## config.mk

```make
export PLATFORM = sky130hd
export DESIGN_NAME = flash_block_protection
export DESIGN_NICKNAME = d
export VERILOG_FILES = /design/src/fbp_pkg.sv /design/src/flash_block_protection.sv
export SDC_FILE = /design/constraint.sdc
export NUM_CORES = 1
export LEC_CHECK = 0
export ABC_CLOCK_PERIOD_IN_PS = 6200
export BUFFER_PORTS_ARGS = -buffer_cell sky130_fd_sc_hd__buf_2
export CAP_MARGIN = 30
export CORE_AREA = 10 10 192 194
export CTS_BUF_LIST = sky130_fd_sc_hd__clkbuf_8
export DETAILED_ROUTE_END_ITERATION = 7
export DIE_AREA = 0 0 202 204
export HOLD_SLACK_MARGIN = 0.08
export PLACE_DENSITY = 0.66
export SYNTH_ARGS = -nofsm -noshare
export SYNTH_HDL_FRONTEND = slang
export SYNTH_SLANG_ARGS = --single-unit
```

## constraint.sdc

```tcl
create_clock -name clk -period 6.2 [get_ports clk]
set_input_delay 0.62 -clock clk [delete_from_list [all_inputs] [get_ports clk]]
set_output_delay 0.62 -clock clk [all_outputs]
set_load 0.02 [all_outputs]
```

## src/fbp_pkg.sv

```systemverilog
// Package for the flash block protection logic: register offsets, fields,
// reset values, commit indices and state types.
// Assumes an APB master with 32-bit data and word-aligned addresses.
package fbp_pkg;
	// APB byte offsets
	localparam logic [11:0] OFF_TARGET_ADDR = 12'h000;
	localparam logic [11:0] OFF_DATA = 12'h004;
	localparam logic [11:0] OFF_CONTROL = 12'h008;
	localparam logic [11:0] OFF_RAW_STATUS = 12'h00c;
	localparam logic [11:0] OFF_IRQ_MASK = 12'h010;
	localparam logic [11:0] OFF_STATUS_CLEAR = 12'h014;
	localparam logic [11:0] OFF_READ_ENABLE = 12'h130;
	localparam logic [11:0] OFF_PROGRAM_ENABLE = 12'h134;
	localparam logic [11:0] OFF_DEBUG_LOCK = 12'h1d0;
	// Control register key and command bit positions
	localparam logic [15:0] CONTROL_KEY = 16'ha442;
	localparam int CTL_WRITE = 0;
	localparam int CTL_ERASE = 1;
	localparam int CTL_MERASE = 2;
	localparam int CTL_COMMIT = 3;
	// Status and mask bit positions
	localparam int STAT_PROG_DONE = 0;
	localparam int STAT_ACCESS = 1;
	// Commit indices loaded into the target address register
	localparam logic [31:0] COMMIT_READ_ENABLE = 32'h0000_0000;
	localparam logic [31:0] COMMIT_PROGRAM_ENABLE = 32'h0000_0001;
	localparam logic [31:0] COMMIT_DEBUG_LOCK = 32'h7510_0000;
	// Factory values
	localparam logic [31:0] FACTORY_ENABLES = 32'hffff_ffff;
	localparam logic [31:0] FACTORY_DEBUG_LOCK = 32'hffff_fffe;
	localparam int DEBUG_UNCOMMITTED_BIT = 31;
	// Flash protection block is 2 KB
	localparam int BLOCK_SHIFT = 11;
	// Program engine operation kinds
	localparam logic [1:0] OP_WORD = 2'h0;
	localparam logic [1:0] OP_PAGE = 2'h1;
	localparam logic [1:0] OP_MASS = 2'h2;

	typedef enum logic [1:0] {
		FBP_IDLE = 2'b00,
		FBP_BUSY = 2'b01,
		FBP_CLEAR = 2'b10
	} fbp_phase_t;

	// Volatile state, restored at power-on reset
	typedef struct packed {
		fbp_phase_t phase;
		logic loaded;
		logic [31:0] targetAddr;
		logic [31:0] dataWord;
		logic [3:0] ctlBits;
		logic [1:0] rawStatus;
		logic [1:0] irqMask;
		logic [31:0] readEnable;
		logic [31:0] programEnable;
		logic [31:0] debugLock;
		logic pgmStart;
		logic [1:0] pgmKind;
		logic commitRead;
		logic commitProgram;
		logic commitDebug;
	} fbp_state_t;

	// Committed state, survives power-on reset
	typedef struct packed {
		logic [31:0] readEnable;
		logic [31:0] programEnable;
		logic [31:0] debugLock;
	} fbp_nv_t;
endpackage : fbp_pkg

```

## src/flash_block_protection.sv

```systemverilog
// Flash block protection: per-block policy bits, commit, access checks for
// instruction, data and debug reads, program/erase gating, status and mask.
// Assumes an APB master, an external program engine and a factory-init pulse.
//
// Overview of operation
// - Two policy bits per 2-KB block.
// - Program-enable bit gates program and erase.
// - Read-enable bit gates data reads, not fetches.
// - Both zero gives execute-only.
// - Program set, read clear: no data reads.
// - Program clear, read set: read-only.
// - Both set: no protection.
// - Refused data read answers a bus fault.
// - Protected program/erase refused, access flag raised.
// - Factory value is all ones.
// - Bits only clear; power-on reset restores.
// - Commit makes cleared bits permanent.
// - Data-bus literal loads blocked, fetches allowed.
// - Debug reads refused when read disabled.
// - Debug disabled blocks access, keeps boundary scan.
// - Two debug-lock bits decide; irreversible once committed.
// - Completion and access events set status.
// - Mask gates interrupt; raw always readable.
// - Write one clears status; zero ignored.
// - Commit via index and key-plus-commit write.
// - Program/erase bit clears on completion.
//
// Design decisions made here: register access over APB and the register offsets.
`timescale 1ns/10ps
`default_nettype none

module flash_block_protection #(
	parameter int BLOCKS = 32
) (
	input wire logic clk,
	input wire logic rst,
	input wire logic factoryInit,
	// APB slave
	input wire logic psel,
	input wire logic penable,
	input wire logic pwrite,
	input wire logic [11:0] paddr,
	input wire logic [31:0] pwdata,
	output logic [31:0] prdata,
	output logic pready,
	output logic pslverr,
	// Instruction bus fetch check
	input wire logic fetchValid,
	input wire logic [31:0] fetchAddr,
	output logic fetchFault,
	// Data bus read check
	input wire logic dataReadValid,
	input wire logic [31:0] dataReadAddr,
	output logic dataReadFault,
	// Debug port access check
	input wire logic dbgAccessValid,
	input wire logic dbgIsScan,
	input wire logic [31:0] dbgReadAddr,
	input wire logic dbgIsFlashRead,
	output logic dbgAccessFault,
	output logic debugEnabled,
	// Program engine
	output logic pgmStart,
	output logic [1:0] pgmKind,
	output logic [31:0] pgmAddr,
	output logic [31:0] pgmData,
	input wire logic pgmDone,
	// Controller interrupt
	output logic flashIrq
);

	fbp_pkg::fbp_state_t st_reg;
	fbp_pkg::fbp_state_t st_next;
	fbp_pkg::fbp_nv_t nv_reg;
	logic [31:0] effRead;
	logic [31:0] effProgram;
	logic [31:0] effDebug;
	logic wrEn;
	logic rdEn;
	logic mapped;
	logic accessEvent;
	logic doneEvent;

	// Policy bit for an address; blocks beyond the array read as zero
	function automatic logic policyBit(input logic [31:0] bits, input logic [31:0] addr);
		logic [31:0] blk;
		blk = addr >> fbp_pkg::BLOCK_SHIFT;
		if (blk < 32'(BLOCKS)) begin
			return bits[blk[4:0]];
		end
		return 1'b0;
	endfunction : policyBit

	// Mask of implemented blocks; mass erase checks only these bits
	function automatic logic [31:0] implMask();
		logic [31:0] m;
		m = 32'h0000_0000;
		for (int i = 0; i < 32; i++) begin
			if (i < BLOCKS) begin
				m[i] = 1'b1;
			end
		end
		return m;
	endfunction : implMask

	// Until the working copy is loaded after reset, use committed values
	assign effRead = st_reg.loaded ? st_reg.readEnable : nv_reg.readEnable;
	assign effProgram = st_reg.loaded ? st_reg.programEnable : nv_reg.programEnable;
	assign effDebug = nv_reg.debugLock;

	// Debug enabled only with bit b set and bit a clear, as shipped
	assign debugEnabled = effDebug[1] & ~effDebug[0];

	// Access checks; fetches ignore the read-enable bit
	assign fetchFault = fetchValid & (fetchAddr >> fbp_pkg::BLOCK_SHIFT >= 32'(BLOCKS));
	assign dataReadFault = dataReadValid & ~policyBit(effRead, dataReadAddr);
	assign dbgAccessFault = dbgAccessValid & ~dbgIsScan
		& (~debugEnabled | (dbgIsFlashRead & ~policyBit(effRead, dbgReadAddr)));

	// APB decode; zero wait states
	assign wrEn = psel & penable & pwrite;
	assign rdEn = psel & ~pwrite;
	assign pready = 1'b1;
	always_comb begin
		mapped = 1'b1;
		prdata = 32'h0000_0000;
		case (paddr)
			fbp_pkg::OFF_TARGET_ADDR: prdata = st_reg.targetAddr;
			fbp_pkg::OFF_DATA: prdata = st_reg.dataWord;
			fbp_pkg::OFF_CONTROL: prdata = {28'h000_0000, st_reg.ctlBits};
			fbp_pkg::OFF_RAW_STATUS: prdata = {30'h0000_0000, st_reg.rawStatus};
			fbp_pkg::OFF_IRQ_MASK: prdata = {30'h0000_0000, st_reg.irqMask};
			fbp_pkg::OFF_STATUS_CLEAR: prdata = {30'h0000_0000, st_reg.rawStatus & st_reg.irqMask};
			fbp_pkg::OFF_READ_ENABLE: prdata = effRead;
			fbp_pkg::OFF_PROGRAM_ENABLE: prdata = effProgram;
			fbp_pkg::OFF_DEBUG_LOCK: prdata = st_reg.debugLock;
			default: mapped = 1'b0;
		endcase
		if (!rdEn) begin
			prdata = 32'h0000_0000;
		end
	end
	assign pslverr = psel & penable & ~mapped;

	// Controller interrupt from masked status
	assign flashIrq = |(st_reg.rawStatus & st_reg.irqMask);

	// Registered outputs to the program engine
	assign pgmStart = st_reg.pgmStart;
	assign pgmKind = st_reg.pgmKind;
	assign pgmAddr = st_reg.targetAddr;
	assign pgmData = st_reg.dataWord;

	// Next-state logic
	always_comb begin
		logic [31:0] w;
		logic keyOk;
		logic allowed;
		w = pwdata;
		keyOk = 1'b0;
		allowed = 1'b0;
		st_next = st_reg;
		st_next.pgmStart = 1'b0;
		st_next.commitRead = 1'b0;
		st_next.commitProgram = 1'b0;
		st_next.commitDebug = 1'b0;
		accessEvent = 1'b0;
		doneEvent = 1'b0;
		// Reload working copy from the committed store after reset
		if (!st_reg.loaded) begin
			st_next.loaded = 1'b1;
			st_next.readEnable = nv_reg.readEnable;
			st_next.programEnable = nv_reg.programEnable;
			st_next.debugLock = nv_reg.debugLock;
		end
		// Register writes
		if (wrEn && st_reg.loaded) begin
			case (paddr)
				fbp_pkg::OFF_TARGET_ADDR: st_next.targetAddr = w;
				fbp_pkg::OFF_DATA: st_next.dataWord = w;
				fbp_pkg::OFF_IRQ_MASK: st_next.irqMask = w[1:0];
				fbp_pkg::OFF_READ_ENABLE: st_next.readEnable = st_reg.readEnable & w;
				fbp_pkg::OFF_PROGRAM_ENABLE: st_next.programEnable = st_reg.programEnable & w;
				fbp_pkg::OFF_DEBUG_LOCK: st_next.debugLock = st_reg.debugLock & w;
				fbp_pkg::OFF_STATUS_CLEAR: st_next.rawStatus = st_reg.rawStatus & ~w[1:0];
				fbp_pkg::OFF_CONTROL: keyOk = (w[31:16] == fbp_pkg::CONTROL_KEY);
				default: ;
			endcase
		end
		// Command sequencing
		case (st_reg.phase)
			fbp_pkg::FBP_IDLE: begin
				if (keyOk) begin
					if (w[fbp_pkg::CTL_COMMIT]) begin
						st_next.ctlBits = 4'h8;
						st_next.phase = fbp_pkg::FBP_CLEAR;
						case (st_reg.targetAddr)
							fbp_pkg::COMMIT_READ_ENABLE: st_next.commitRead = 1'b1;
							fbp_pkg::COMMIT_PROGRAM_ENABLE: st_next.commitProgram = 1'b1;
							fbp_pkg::COMMIT_DEBUG_LOCK: st_next.commitDebug = 1'b1;
							default: ;
						endcase
					end else if (w[2:0] != 3'h0) begin
						if (w[fbp_pkg::CTL_MERASE]) begin
							st_next.pgmKind = fbp_pkg::OP_MASS;
							allowed = &(effProgram | ~implMask());
						end else begin
							st_next.pgmKind = w[fbp_pkg::CTL_ERASE] ? fbp_pkg::OP_PAGE
								: fbp_pkg::OP_WORD;
							allowed = policyBit(effProgram, st_reg.targetAddr);
						end
						if (allowed) begin
							st_next.ctlBits = {1'b0, w[2:0]};
							st_next.pgmStart = 1'b1;
							st_next.phase = fbp_pkg::FBP_BUSY;
						end else begin
							accessEvent = 1'b1;
						end
					end
				end
			end
			fbp_pkg::FBP_BUSY: begin
				if (pgmDone) begin
					st_next.ctlBits = 4'h0;
					doneEvent = 1'b1;
					st_next.phase = fbp_pkg::FBP_IDLE;
				end
			end
			fbp_pkg::FBP_CLEAR: begin
				st_next.ctlBits = 4'h0;
				st_next.phase = fbp_pkg::FBP_IDLE;
			end
			default: st_next.phase = fbp_pkg::FBP_IDLE;
		endcase
		// Events set after any clear so a coincident set wins
		if (doneEvent) begin
			st_next.rawStatus[fbp_pkg::STAT_PROG_DONE] = 1'b1;
		end
		if (accessEvent) begin
			st_next.rawStatus[fbp_pkg::STAT_ACCESS] = 1'b1;
		end
	end

	// Volatile state, power-on reset restores factory-shaped defaults
	always_ff @(posedge clk or posedge rst) begin
		if (rst) begin
			st_reg <= '0;
			st_reg.readEnable <= fbp_pkg::FACTORY_ENABLES;
			st_reg.programEnable <= fbp_pkg::FACTORY_ENABLES;
			st_reg.debugLock <= fbp_pkg::FACTORY_DEBUG_LOCK;
		end else begin
			st_reg <= st_next;
		end
	end

	// Committed store: untouched by rst, only factoryInit loads the factory values
	always_ff @(posedge clk or posedge factoryInit) begin
		if (factoryInit) begin
			nv_reg.readEnable <= fbp_pkg::FACTORY_ENABLES;
			nv_reg.programEnable <= fbp_pkg::FACTORY_ENABLES;
			nv_reg.debugLock <= fbp_pkg::FACTORY_DEBUG_LOCK;
		end else begin
			if (st_reg.commitRead) begin
				nv_reg.readEnable <= nv_reg.readEnable & st_reg.readEnable;
			end
			if (st_reg.commitProgram) begin
				nv_reg.programEnable <= nv_reg.programEnable & st_reg.programEnable;
			end
			// Debug word commits once, from the data register
			if (st_reg.commitDebug && nv_reg.debugLock[fbp_pkg::DEBUG_UNCOMMITTED_BIT]) begin
				nv_reg.debugLock <= nv_reg.debugLock & st_reg.dataWord
					& ~(32'h1 << fbp_pkg::DEBUG_UNCOMMITTED_BIT);
			end
		end
	end

endmodule : flash_block_protection

`default_nettype wire

```

==> run_results.csv, run 1 <==
group,metric,value,unit
sta,max_freq,219.0,MHz
critical_path,crit_path_max_incr_delay,0.78,ns
synthesis,netlist.area_leader.share,34.96,%
sta,hold_viol_final,0,
clocking,cts.repair.resized,0,
clocking,root_buffer,"clkbuf_8",
critical_path,path_cells,"buf_12, mux2i_1, mux4_2, mux4_2, mux2_2, nor4_1, nor4b_1, buf_2",
clocking,cts.clk_slew.worst_paths,0.06,ns
sta,rsz0062_at_grt,"false",
global_routing,grt_pass1_vias,11540,
floorplanning,die_h,204,um
pwr,p_leak,0.006961,uW
placed_design,io_buffers,218,
sta,drv_slew,0,
final_layout,fillerInstances,3042,
synthesis,syn_area,0.01428,mm^2
synthesis,ys_ff_latch,273,
floorplanning,die_w,202,um
critical_path,timing_worst_setup_path_type,"reg -> out",
synthesis,seq_area_frac_synth,49.51,%
flow_run,max_cap_viol_count,0,
route,drt_iter0_drc,1235,
synthesis,synthTopCellsByArea,"dfstp_2, dfrtp_1, a21oi_1",
sta,finalSetupTns,0,ns
final_layout,multi_input_comb_area,0.005897,mm^2
critical_path,crit_fanout,64,
placed_design,hpwl,32480,um
global_routing,grt_pass1_wl,70890,um
floorplanning,core,0.03311,mm^2
global_routing,grt_start_max_net_pins,73,
floorplanning,initial_core_util,43.12,%
pwr,finalPower,3761,uW
pwr,pwr-share-clk,44.7,%
clocking,insertion_delay,0.59,ns
global_routing,grt_usage,22.03,%
sta,setup_viol,0,
critical_path,worst_setup_path_end_kind,"primary output",
route,ant_nets,0,
clocking,cts.sinks,273,
pwr,p_switching,944.3,uW
hold_path,holdCritPathClass,"in -> async",
route,via_count,11450,
clocking,cts_buffers,47,
pwr,sequentialPowerShare,48.4,%
final_layout,antenna_cells,0,
sta,min_period,4.567,ns
floorplanning,ioPinCount,258,
floorplanning,die_area,0.04121,mm^2
synthesis,synth_edf_count,0,
final_layout,largest_register_ffs,110,
synthesis,synth_ff_type,"dfstp_2",
route,vias_per_cell,5.829,
critical_path,critPathTopFamily,"multiplexers",
pwr,ir_drop,148.2,uV
floorplanning,rows,67,
sta,fin_skew,0.03150,ns
global_routing,gr-total-overflow,0,
final_layout,area_delta_synth_final,14.65,%
route,drcViolationCount,0,
final_layout,seq_area,0.007073,mm^2
synthesis,synth_cell_types,57,
critical_path,crit_required,5.58,ns
synthesis,yosysMostFrequentCell,"dfstp_2",
outcome,outcome,"finished clean",
critical_path,critical_path.startpoint_type,"flip-flop",
clocking,cts_tree,"built",
synthesis,yosysTopAreaCell,"dfstp_2",
sta,period_share,73.66,%
final_layout,layout-drive-gt1-share,40.77,%
route,wirelength,46800,um
synthesis,synth_area_per_cell,10.70,um^2
synthesis,async_reset_ff_share,100.0,%
synthesis,synth_common_cells,"dfstp_2, a21oi_1, inv_1",
route,drt_first_pass_iters,8,
global_routing,antenna_found_initial,0,
pwr,intPower,2816,uW
clocking,htreeDepth,2,
synthesis,yosys_warnings,0,
critical_path,cpMostUsedCell,"mux4_2",
critical_path,cp_num_buf_inv,2,
placed_design,place.gp.congestion,0.9365,
clocking,clock_path_buffers,3,
sta,tightestPinTransition,1.014,ns
final_layout,nets,1633,
critical_path,cp_slowest_cell,"dfrtp_4",
critical_path,arrival,3.95,ns
pwr,p_per_area,229.7,mW/mm^2
route,routedWlPerCell,23.83,um
synthesis,synth_cells,1334,
sta,max_slew_margin,32.26,%
pwr,combPwrFrac,6.9,%
pwr,swShare,25.11,%
per-layer routing:
layer  routed length (um)  track usage [%]  vias up
met5                    0                0        -
met4                 1695            8.752        0
met3                 3801            5.088       91
met2                22320            36.03      572
met1                18990            27.78     5748
li1                     -                -     5037
area by class of cell:
cell class	count	area share (%)
tap	448	3.424
timing repair buffer	241	8.132
sequential	273	43.21
clock inverter	23	0.6267
inverter	138	3.210
clock buffer	64	5.381
multi-input combinational	777	36.02
what timing repair did:
action / in CTS / in global routing
hold endpoints to repair: 24 / 0
hold buffers: 1 / 0
setup buffers: 0 / 0
worst reg2reg max path, delay by kind of cell, from the launching register on:
kind / cells / cell delay, ns
muxes: 2 / 0.63
AOI/OAI and AO/OA: 3 / 1.40
DFF: 1 / 0.78
buffers and inverters: 1 / 0.66
and+or+nand+nor: 2 / 0.47
layout by cell type, fill, tap and decap left out, types with 4 or more instances in the layout:
cell type  netlist  routed
buf_2           10     218
dfstp_2        190     190
a21oi_1        162     162
inv_1          137     150
nor2_1          88      86
dfrtp_1         83      82
mux2i_1         80      80
mux2_2          66      66
clkbuf_8         0      64
a21boi_0        44      44
o22ai_1         43      43
nand2_1         38      38
mux4_2          35      35
a222oi_1        31      31
o22a_1          27      27
nor4_1          21      20
o21ai_0         18      18
buf_4           67      18
nand3_1         17      17
o21a_1          16      16
nand4_1         14      14
nor3_1           8       7
or4_1            6       6
or3_1            7       6
nor2b_1          6       6
clkinv_2         0       6
nor4b_1          4       4
a22o_1           4       4
per-stage QoR:
stage	worst slack (ns)	hold WS, ns	std cells	utilization [%]	area (um^2)
after floorplan	0.9353	0.3684	1335	-	14280
after global placement	2.256	0.3759	1873	46.21	15300
after detailed placement	2.248	0.3781	1875	46.36	15350
after CTS	1.659	0.2386	1963	49.36	16340
after global routing	1.484	0.2847	1964	49.44	16370
final	1.633	0.2540	1964	49.44	16370
power by group through the flow:
stage               Clock, uW  Sequential, uW  Combinational [uW]
detailed placement          0            1850                 255
global placement            0            1850                 251
CTS                      1710            1820                 256
floorplan                   0            1840                 150
finish                   1680            1820                 259
global route             1800            1820                 278
kinds of logic (layout without fill, tap and decap cells):
| kind of cell | after synthesis | after routing | synth area share [%] |
|---|---|---|---|
| AO/OA/AOI/OAI | 366 | 366 | 16.75 |
| buffers and inverters | 285 | 466 | 9.341 |
| flip-flops | 273 | 273 | 49.51 |
| AND/OR/NAND/NOR | 224 | 224 | 7.694 |
| multiplexers | 182 | 182 | 16.41 |
| adder cells (fa/ha/maj) | 3 | 3 | 0.2629 |
| other | 1 | 2 | 0.02626 |
path summary, 6_finish.rpt:
kind	startpoint	cells after the start	slack, ns	end
worst min-delay path	factoryInit	2	0.25	effDebug[0]$_DFFE_PP0P_
worst max-delay path	st_reg[174]$_DFF_PP0_	8	1.63	dbgAccessFault
max in group asynchronous	rst	4	4.36	st_reg[174]$_DFF_PP0_
worst min register to register	st_reg[0]$_DFF_PP0_	1	0.39	effDebug[31]$_DFFE_PP1P_
worst max register to register	st_reg[174]$_DFF_PP0_	8	2.11	st_reg[109]$_DFFE_PP0P_
min in group clk	pgmDone	2	0.30	st_reg[104]$_DFFE_PP0P_
(Power assumes the default switching activity.)
==> inputs of run 2 (changes only) <==
ABC_CLOCK_PERIOD_IN_PS = 4700   (was 6200)
clock period = 4.7 ns   (was 6.2 ns; I/O delays follow)
==> run 2 against run 1 <==
Against the previous run: worst setup slack got worse by 1.3 ns; final area barely moved; core utilization barely moved; power rose by 29%; highest routed layer is now met5.
==> run_results.csv, run 2 (synthesized netlist as in run 1, its figures left out) <==
group,metric,value,unit
placed_design,hpwl,32690,um
route,drt_iter0_drc,1053,
route,routedWlPerCell,23.62,um
clocking,cts_tree,"built",
critical_path,reg2reg_depth,8,
hold_path,min_to,"st_reg[104]$_DFFE_PP0P_",
sta,rsz0062_at_grt,"false",
sta,setup_viol,0,
sta,holdWs,0.1492,ns
global_routing,antenna_found_initial,1,
sta,hold_viol_final,0,
placed_design,place_inst,1882,
global_routing,grt_start_max_net_pins,74,
placed_design,place.gp.congestion,0.9562,
floorplanning,die_w,202,um
final_layout,final_area,0.01638,mm^2
floorplanning,initial_core_util,43.12,%
sta,fin_skew,0.02043,ns
final_layout,mostFrequentLayoutCells,"buf_2, dfstp_2, a21oi_1, inv_1, nor2_1",
sta,max_freq,229.1,MHz
pwr,p_leak,0.006986,uW
pwr,ir_drop,246.2,uV
placed_design,io_buffers,218,
clocking,clock_path_buffers,3,
final_layout,area_delta_synth_final,14.73,%
route,ant_nets,0,
route,drt_first_pass_iters,5,
critical_path,cpMostUsedCell,"mux4_2",
final_layout,layout_commonest_cell,"buf_2",
critical_path,startpoint,"st_reg[174]$_DFF_PP0_",
clocking,postCtsSetupBuffers,0,
sta,drv_slew,0,
final_layout,antenna_cells,0,
route,drcViolationCount,0,
sta,finalSetupTns,0,ns
critical_path,crit_path_max_incr_delay,0.85,ns
flow_run,max_cap_viol_count,0,
floorplanning,core,0.03311,mm^2
critical_path,crit_fanout,48,
global_routing,grt_pass1_vias,11470,
clocking,cts_buffers,47,
hold_path,min_from,"pgmDone",
clocking,cts.sinks,273,
critical_path,timing_worst_setup_path_type,"reg -> out",
clocking,root_buffer,"clkbuf_8",
route,wirelength,46560,um
final_layout,largest_register_ffs,110,
critical_path,crit_required,4.23,ns
global_routing,grt_usage,22.06,%
final_layout,layout-drive-gt1-share,40.51,%
route,vias_per_cell,5.770,
critical_path,r2r-end,"st_reg[109]$_DFFE_PP0P_",
hold_path,hold_depth,2,
global_routing,gr-total-overflow,0,
floorplanning,die_h,204,um
clocking,cts.clk_slew.worst_paths,0.06,ns
final_layout,nets,1641,
clocking,htreeDepth,2,
critical_path,arrival,3.89,ns
sta,tightestPinTransition,0.9672,ns
sta,min_period,4.365,ns
clocking,insertion_delay,0.59,ns
floorplanning,die_area,0.04121,mm^2
floorplanning,rows,67,
sta,period_share,92.87,%
critical_path,cp_slowest_cell,"dfrtp_4",
placed_design,place_area,0.01542,mm^2
final_layout,instances_no_fill,1971,
critical_path,critical_path.startpoint_type,"flip-flop",
critical_path,path_cells,"buf_4, mux2i_1, mux4_2, mux4_2, mux2_2, nor4_1, nor4b_1, buf_2",
critical_path,r2r_slack,0.82,ns
pwr,p_per_area,295.9,mW/mm^2
critical_path,regToRegStartpoint,"st_reg[174]$_DFF_PP0_",
global_routing,grt_pass1_wl,70890,um
outcome,outcome,"finished clean",
critical_path,worst_setup_path_end_kind,"primary output",
sta,max_slew_margin,35.52,%
route,via_count,11370,
floorplanning,ioPinCount,258,
hold_path,holdCritPathClass,"in -> reg",
-- run 2: final cells by class --
type,instances,area [um^2]
Clock buffer,58,798.3
Clock inverter,28,122.6
Fill cell,3054,16730
Inverter,138,524.3
Multi-Input combinational cell,777,5897
Sequential cell,273,7073
Tap cell,448,560.5
Timing Repair Buffer,249,1406
-- run 2: worst max-delay path by stage --
stage | end | slack [ns] | cells past startpoint
2_1_floorplan | dbgAccessFault | 1.54 | 9
3_3_place_gp | st_reg[109]$_DFFE_PP0P_ | 0.95 | 8
3_5_place_dp | st_reg[109]$_DFFE_PP0P_ | 0.96 | 8
4_1_cts | dbgAccessFault | 0.35 | 8
5_1_grt | dbgAccessFault | 0.21 | 8
6_report | dbgAccessFault | 0.34 | 8
-- run 2: metal layers --
metal	track usage (%)	wire (um)	up-vias
met5	0	7	-
met4	7.544	1441	2
met3	4.850	4051	80
met2	36.00	22100	603
met1	28.50	18970	5642
li1	-	-	5046
-- run 2: what timing repair did --
action / in CTS / in global routing
endpoints found under the hold margin: 1 / 23
resized for setup: 0 / 0
hold buffers: 1 / 1
-- run 2: metrics by stage --
step | worst slack (ns) | total power, uW | util (%)
floorplan | 1.542 | 2623 | -
global placement | 0.9549 | 2771 | 46.40
detailed placement | 0.9615 | 2778 | 46.57
CTS | 0.3531 | 4875 | 49.38
global route | 0.2109 | 5043 | 49.47
finish | 0.3351 | 4848 | 49.47
-- run 2: power breakdown --
| part | switching, uW | internal [uW] | total, uW |
|---|---|---|---|
| clock | 987 | 1110 | 2100 |
| sequential | 20.4 | 2380 | 2400 |
| combinational | 222 | 124 | 346 |
-- run 2: worst max-delay path: cells and delay by family (launching register included) --
family | cells | cell delay, ns
multiplexers | 4 | 1.57
buffers and inverters | 2 | 0.60
AND/OR/NAND/NOR | 2 | 0.26
flip-flops | 1 | 0.85
==> inputs of run 3 (changes only) <==
CTS_BUF_LIST = unset   (was sky130_fd_sc_hd__clkbuf_8)
==> run 3 against run 2 <==
Against the previous run: sequential cell count unchanged; clock skew fell by 0.011 ns; via count down 0.11%; final area increased by 0.57%; final cell count decreased by 1.5%; power increased by 5.7%; global-route usage down 0.21 points; the run now ends with design-rule violations left; worst setup slack better by 0.025 ns; clock-buffer cell count shrank 13; sequential power about the same; worst hold slack better by 0.024 ns.
==> run_results.csv, run 3 (synthesized netlist as in run 1, its figures left out) <==
group,metric,value,unit
pwr,ir_drop,266.7,uV
final_layout,largest_register_ffs,110,
final_layout,nets,1624,
final_layout,layout_commonest_cell,"buf_2",
critical_path,critical_path.startpoint_type,"flip-flop",
final_layout,mostFrequentLayoutCells,"buf_2, dfstp_2, a21oi_1, inv_1, nor2_1",
sta,setup_slack,0.3604,ns
route,via_count,11360,
hold_path,holdCritPathClass,"in -> reg",
final_layout,area_delta_synth_final,15.39,%
route,routedWlPerCell,23.95,um
clocking,insertion_delay,0.56,ns
critical_path,cpMostUsedCell,"mux4_2",
critical_path,worst_setup_path_end_kind,"primary output",
route,vias_per_cell,5.853,
placed_design,dpl_worst_slack,0.9615,ns
sta,period_share,92.33,%
floorplanning,ioPinCount,258,
critical_path,regToRegStartpoint,"st_reg[174]$_DFF_PP0_",
pwr,p_leak,0.006922,uW
floorplanning,core,0.03311,mm^2
sta,max_freq,230.4,MHz
outcome,failed_checks,"design-rule violations",
sta,rsz0062_at_grt,"false",
placed_design,hpwl,32690,um
final_layout,antenna_cells,0,
clocking,cts_buffers,30,
global_routing,grt_start_max_net_pins,74,
hold_path,min_from,"pgmDone",
clocking,root_buffer,"clkbuf_16",
placed_design,io_buffers,218,
final_layout,instances_no_fill,1941,
global_routing,antenna_found_initial,1,
critical_path,arrival,3.87,ns
clocking,cts.sinks,273,
floorplanning,rows,67,
clocking,postCtsSetupBuffers,0,
sta,hold_viol_final,0,
clocking,cts.clk_slew.worst_paths,0.06,ns
pwr,p_per_area,311.0,mW/mm^2
sta,finalSetupTns,0,ns
placed_design,place_inst,1882,
sta,setup_viol,0,
global_routing,grt_pass1_vias,11430,
placed_design,place_area,0.01542,mm^2
floorplanning,die_h,204,um
floorplanning,die_area,0.04121,mm^2
critical_path,timing_worst_setup_path_type,"reg -> out",
final_layout,fillerInstances,3029,
global_routing,gr-total-overflow,0,
global_routing,grt_usage,21.85,%
critical_path,reg2reg_depth,8,
final_layout,multi_input_comb_area,0.005897,mm^2
critical_path,crit_required,4.23,ns
final_layout,final_area,0.01648,mm^2
pwr,finalPower,5124,uW
critical_path,crit_path_max_incr_delay,0.85,ns
critical_path,cp_slowest_cell,"dfrtp_4",
flow_run,max_cap_viol_count,0,
sta,max_slew_margin,36.04,%
final_layout,layout-drive-gt1-share,40.32,%
hold_path,min_to,"st_reg[104]$_DFFE_PP0P_",
critical_path,r2r_slack,0.81,ns
clocking,clock_path_buffers,3,
floorplanning,initial_core_util,43.12,%
floorplanning,die_w,202,um
sta,drv_slew,0,
global_routing,grt_pass1_wl,70570,um
critical_path,crit_fanout,48,
route,wirelength,46480,um
sta,fin_skew,0.009758,ns
outcome,outcome,"finished, violations left",
critical_path,r2r-end,"st_reg[109]$_DFFE_PP0P_",
sta,min_period,4.340,ns
placed_design,place.gp.congestion,0.9562,
clocking,cts.repair.resized,0,
critical_path,path_cells,"buf_4, mux2i_1, mux4_2, mux4_2, mux2_2, nor4_1, nor4b_1, buf_2",
route,drcViolationCount,1,
final_layout,seq_area,0.007073,mm^2
sta,tightestPinTransition,0.9594,ns
clocking,cts_tree,"built",
route,ant_nets,0,
hold_path,hold_depth,2,
route,drt_first_pass_iters,8,
route,drt_iter0_drc,1200,
clocking,htreeDepth,1,
## run 3: per-stage QoR
step / hold WS (ns) / util (%)
floorplan: 0.3684 / -
global placement: 0.3741 / 46.40
detailed placement: 0.3793 / 46.57
CTS: 0.1270 / 49.67
global route: 0.1827 / 49.76
finish: 0.1728 / 49.76
## run 3: layout make-up
| type | instances | area share [%] |
|---|---|---|
| flip-flops and latches | 273 | 42.93 |
| multi-input cells | 777 | 35.79 |
| repair buffers | 249 | 8.536 |
| clock buffers | 45 | 5.384 |
| well taps | 448 | 3.402 |
| inverters | 138 | 3.182 |
| clock inverters | 11 | 0.7746 |
## run 3: where the power goes
group	switching [uW]	internal (uW)	total, uW
logic	221	124	345
registers	20.0	2380	2400
clock network	966	1410	2380
total	1210	3920	5120
## run 3: layer usage
metal  up-vias  global-route usage [%]  share of wire [%]
met3        87                   4.644                8.6
met5         -                       0              0.015
met2       562                   35.65                 47
met4         2                   7.221                3.4
met1      5708                   28.43                 41
li1       5002                       -                  -
## run 3: critical path, delay by kind of cell (launching register included)
family                 cells  cell delay [ns]
multiplexers               4             1.56
flip-flops                 1             0.85
buffers and inverters      2             0.60
AND/OR/NAND/NOR            2             0.26
## run 3: what timing repair did
action / in CTS / in global routing
hold buffers: 1 / 1
endpoints found under the setup margin: 0 / 0
hold endpoints to repair: 1 / 23
## run 3: worst max-delay path by stage
stage / from / end / slack, ns
floorplan: st_reg[174]$_DFF_PP0_ / dbgAccessFault / 1.54
global placement: st_reg[174]$_DFF_PP0_ / st_reg[109]$_DFFE_PP0P_ / 0.95
detailed placement: st_reg[174]$_DFF_PP0_ / st_reg[109]$_DFFE_PP0P_ / 0.96
CTS: st_reg[174]$_DFF_PP0_ / dbgAccessFault / 0.39
global route: st_reg[174]$_DFF_PP0_ / dbgAccessFault / 0.24
finish: st_reg[174]$_DFF_PP0_ / dbgAccessFault / 0.36
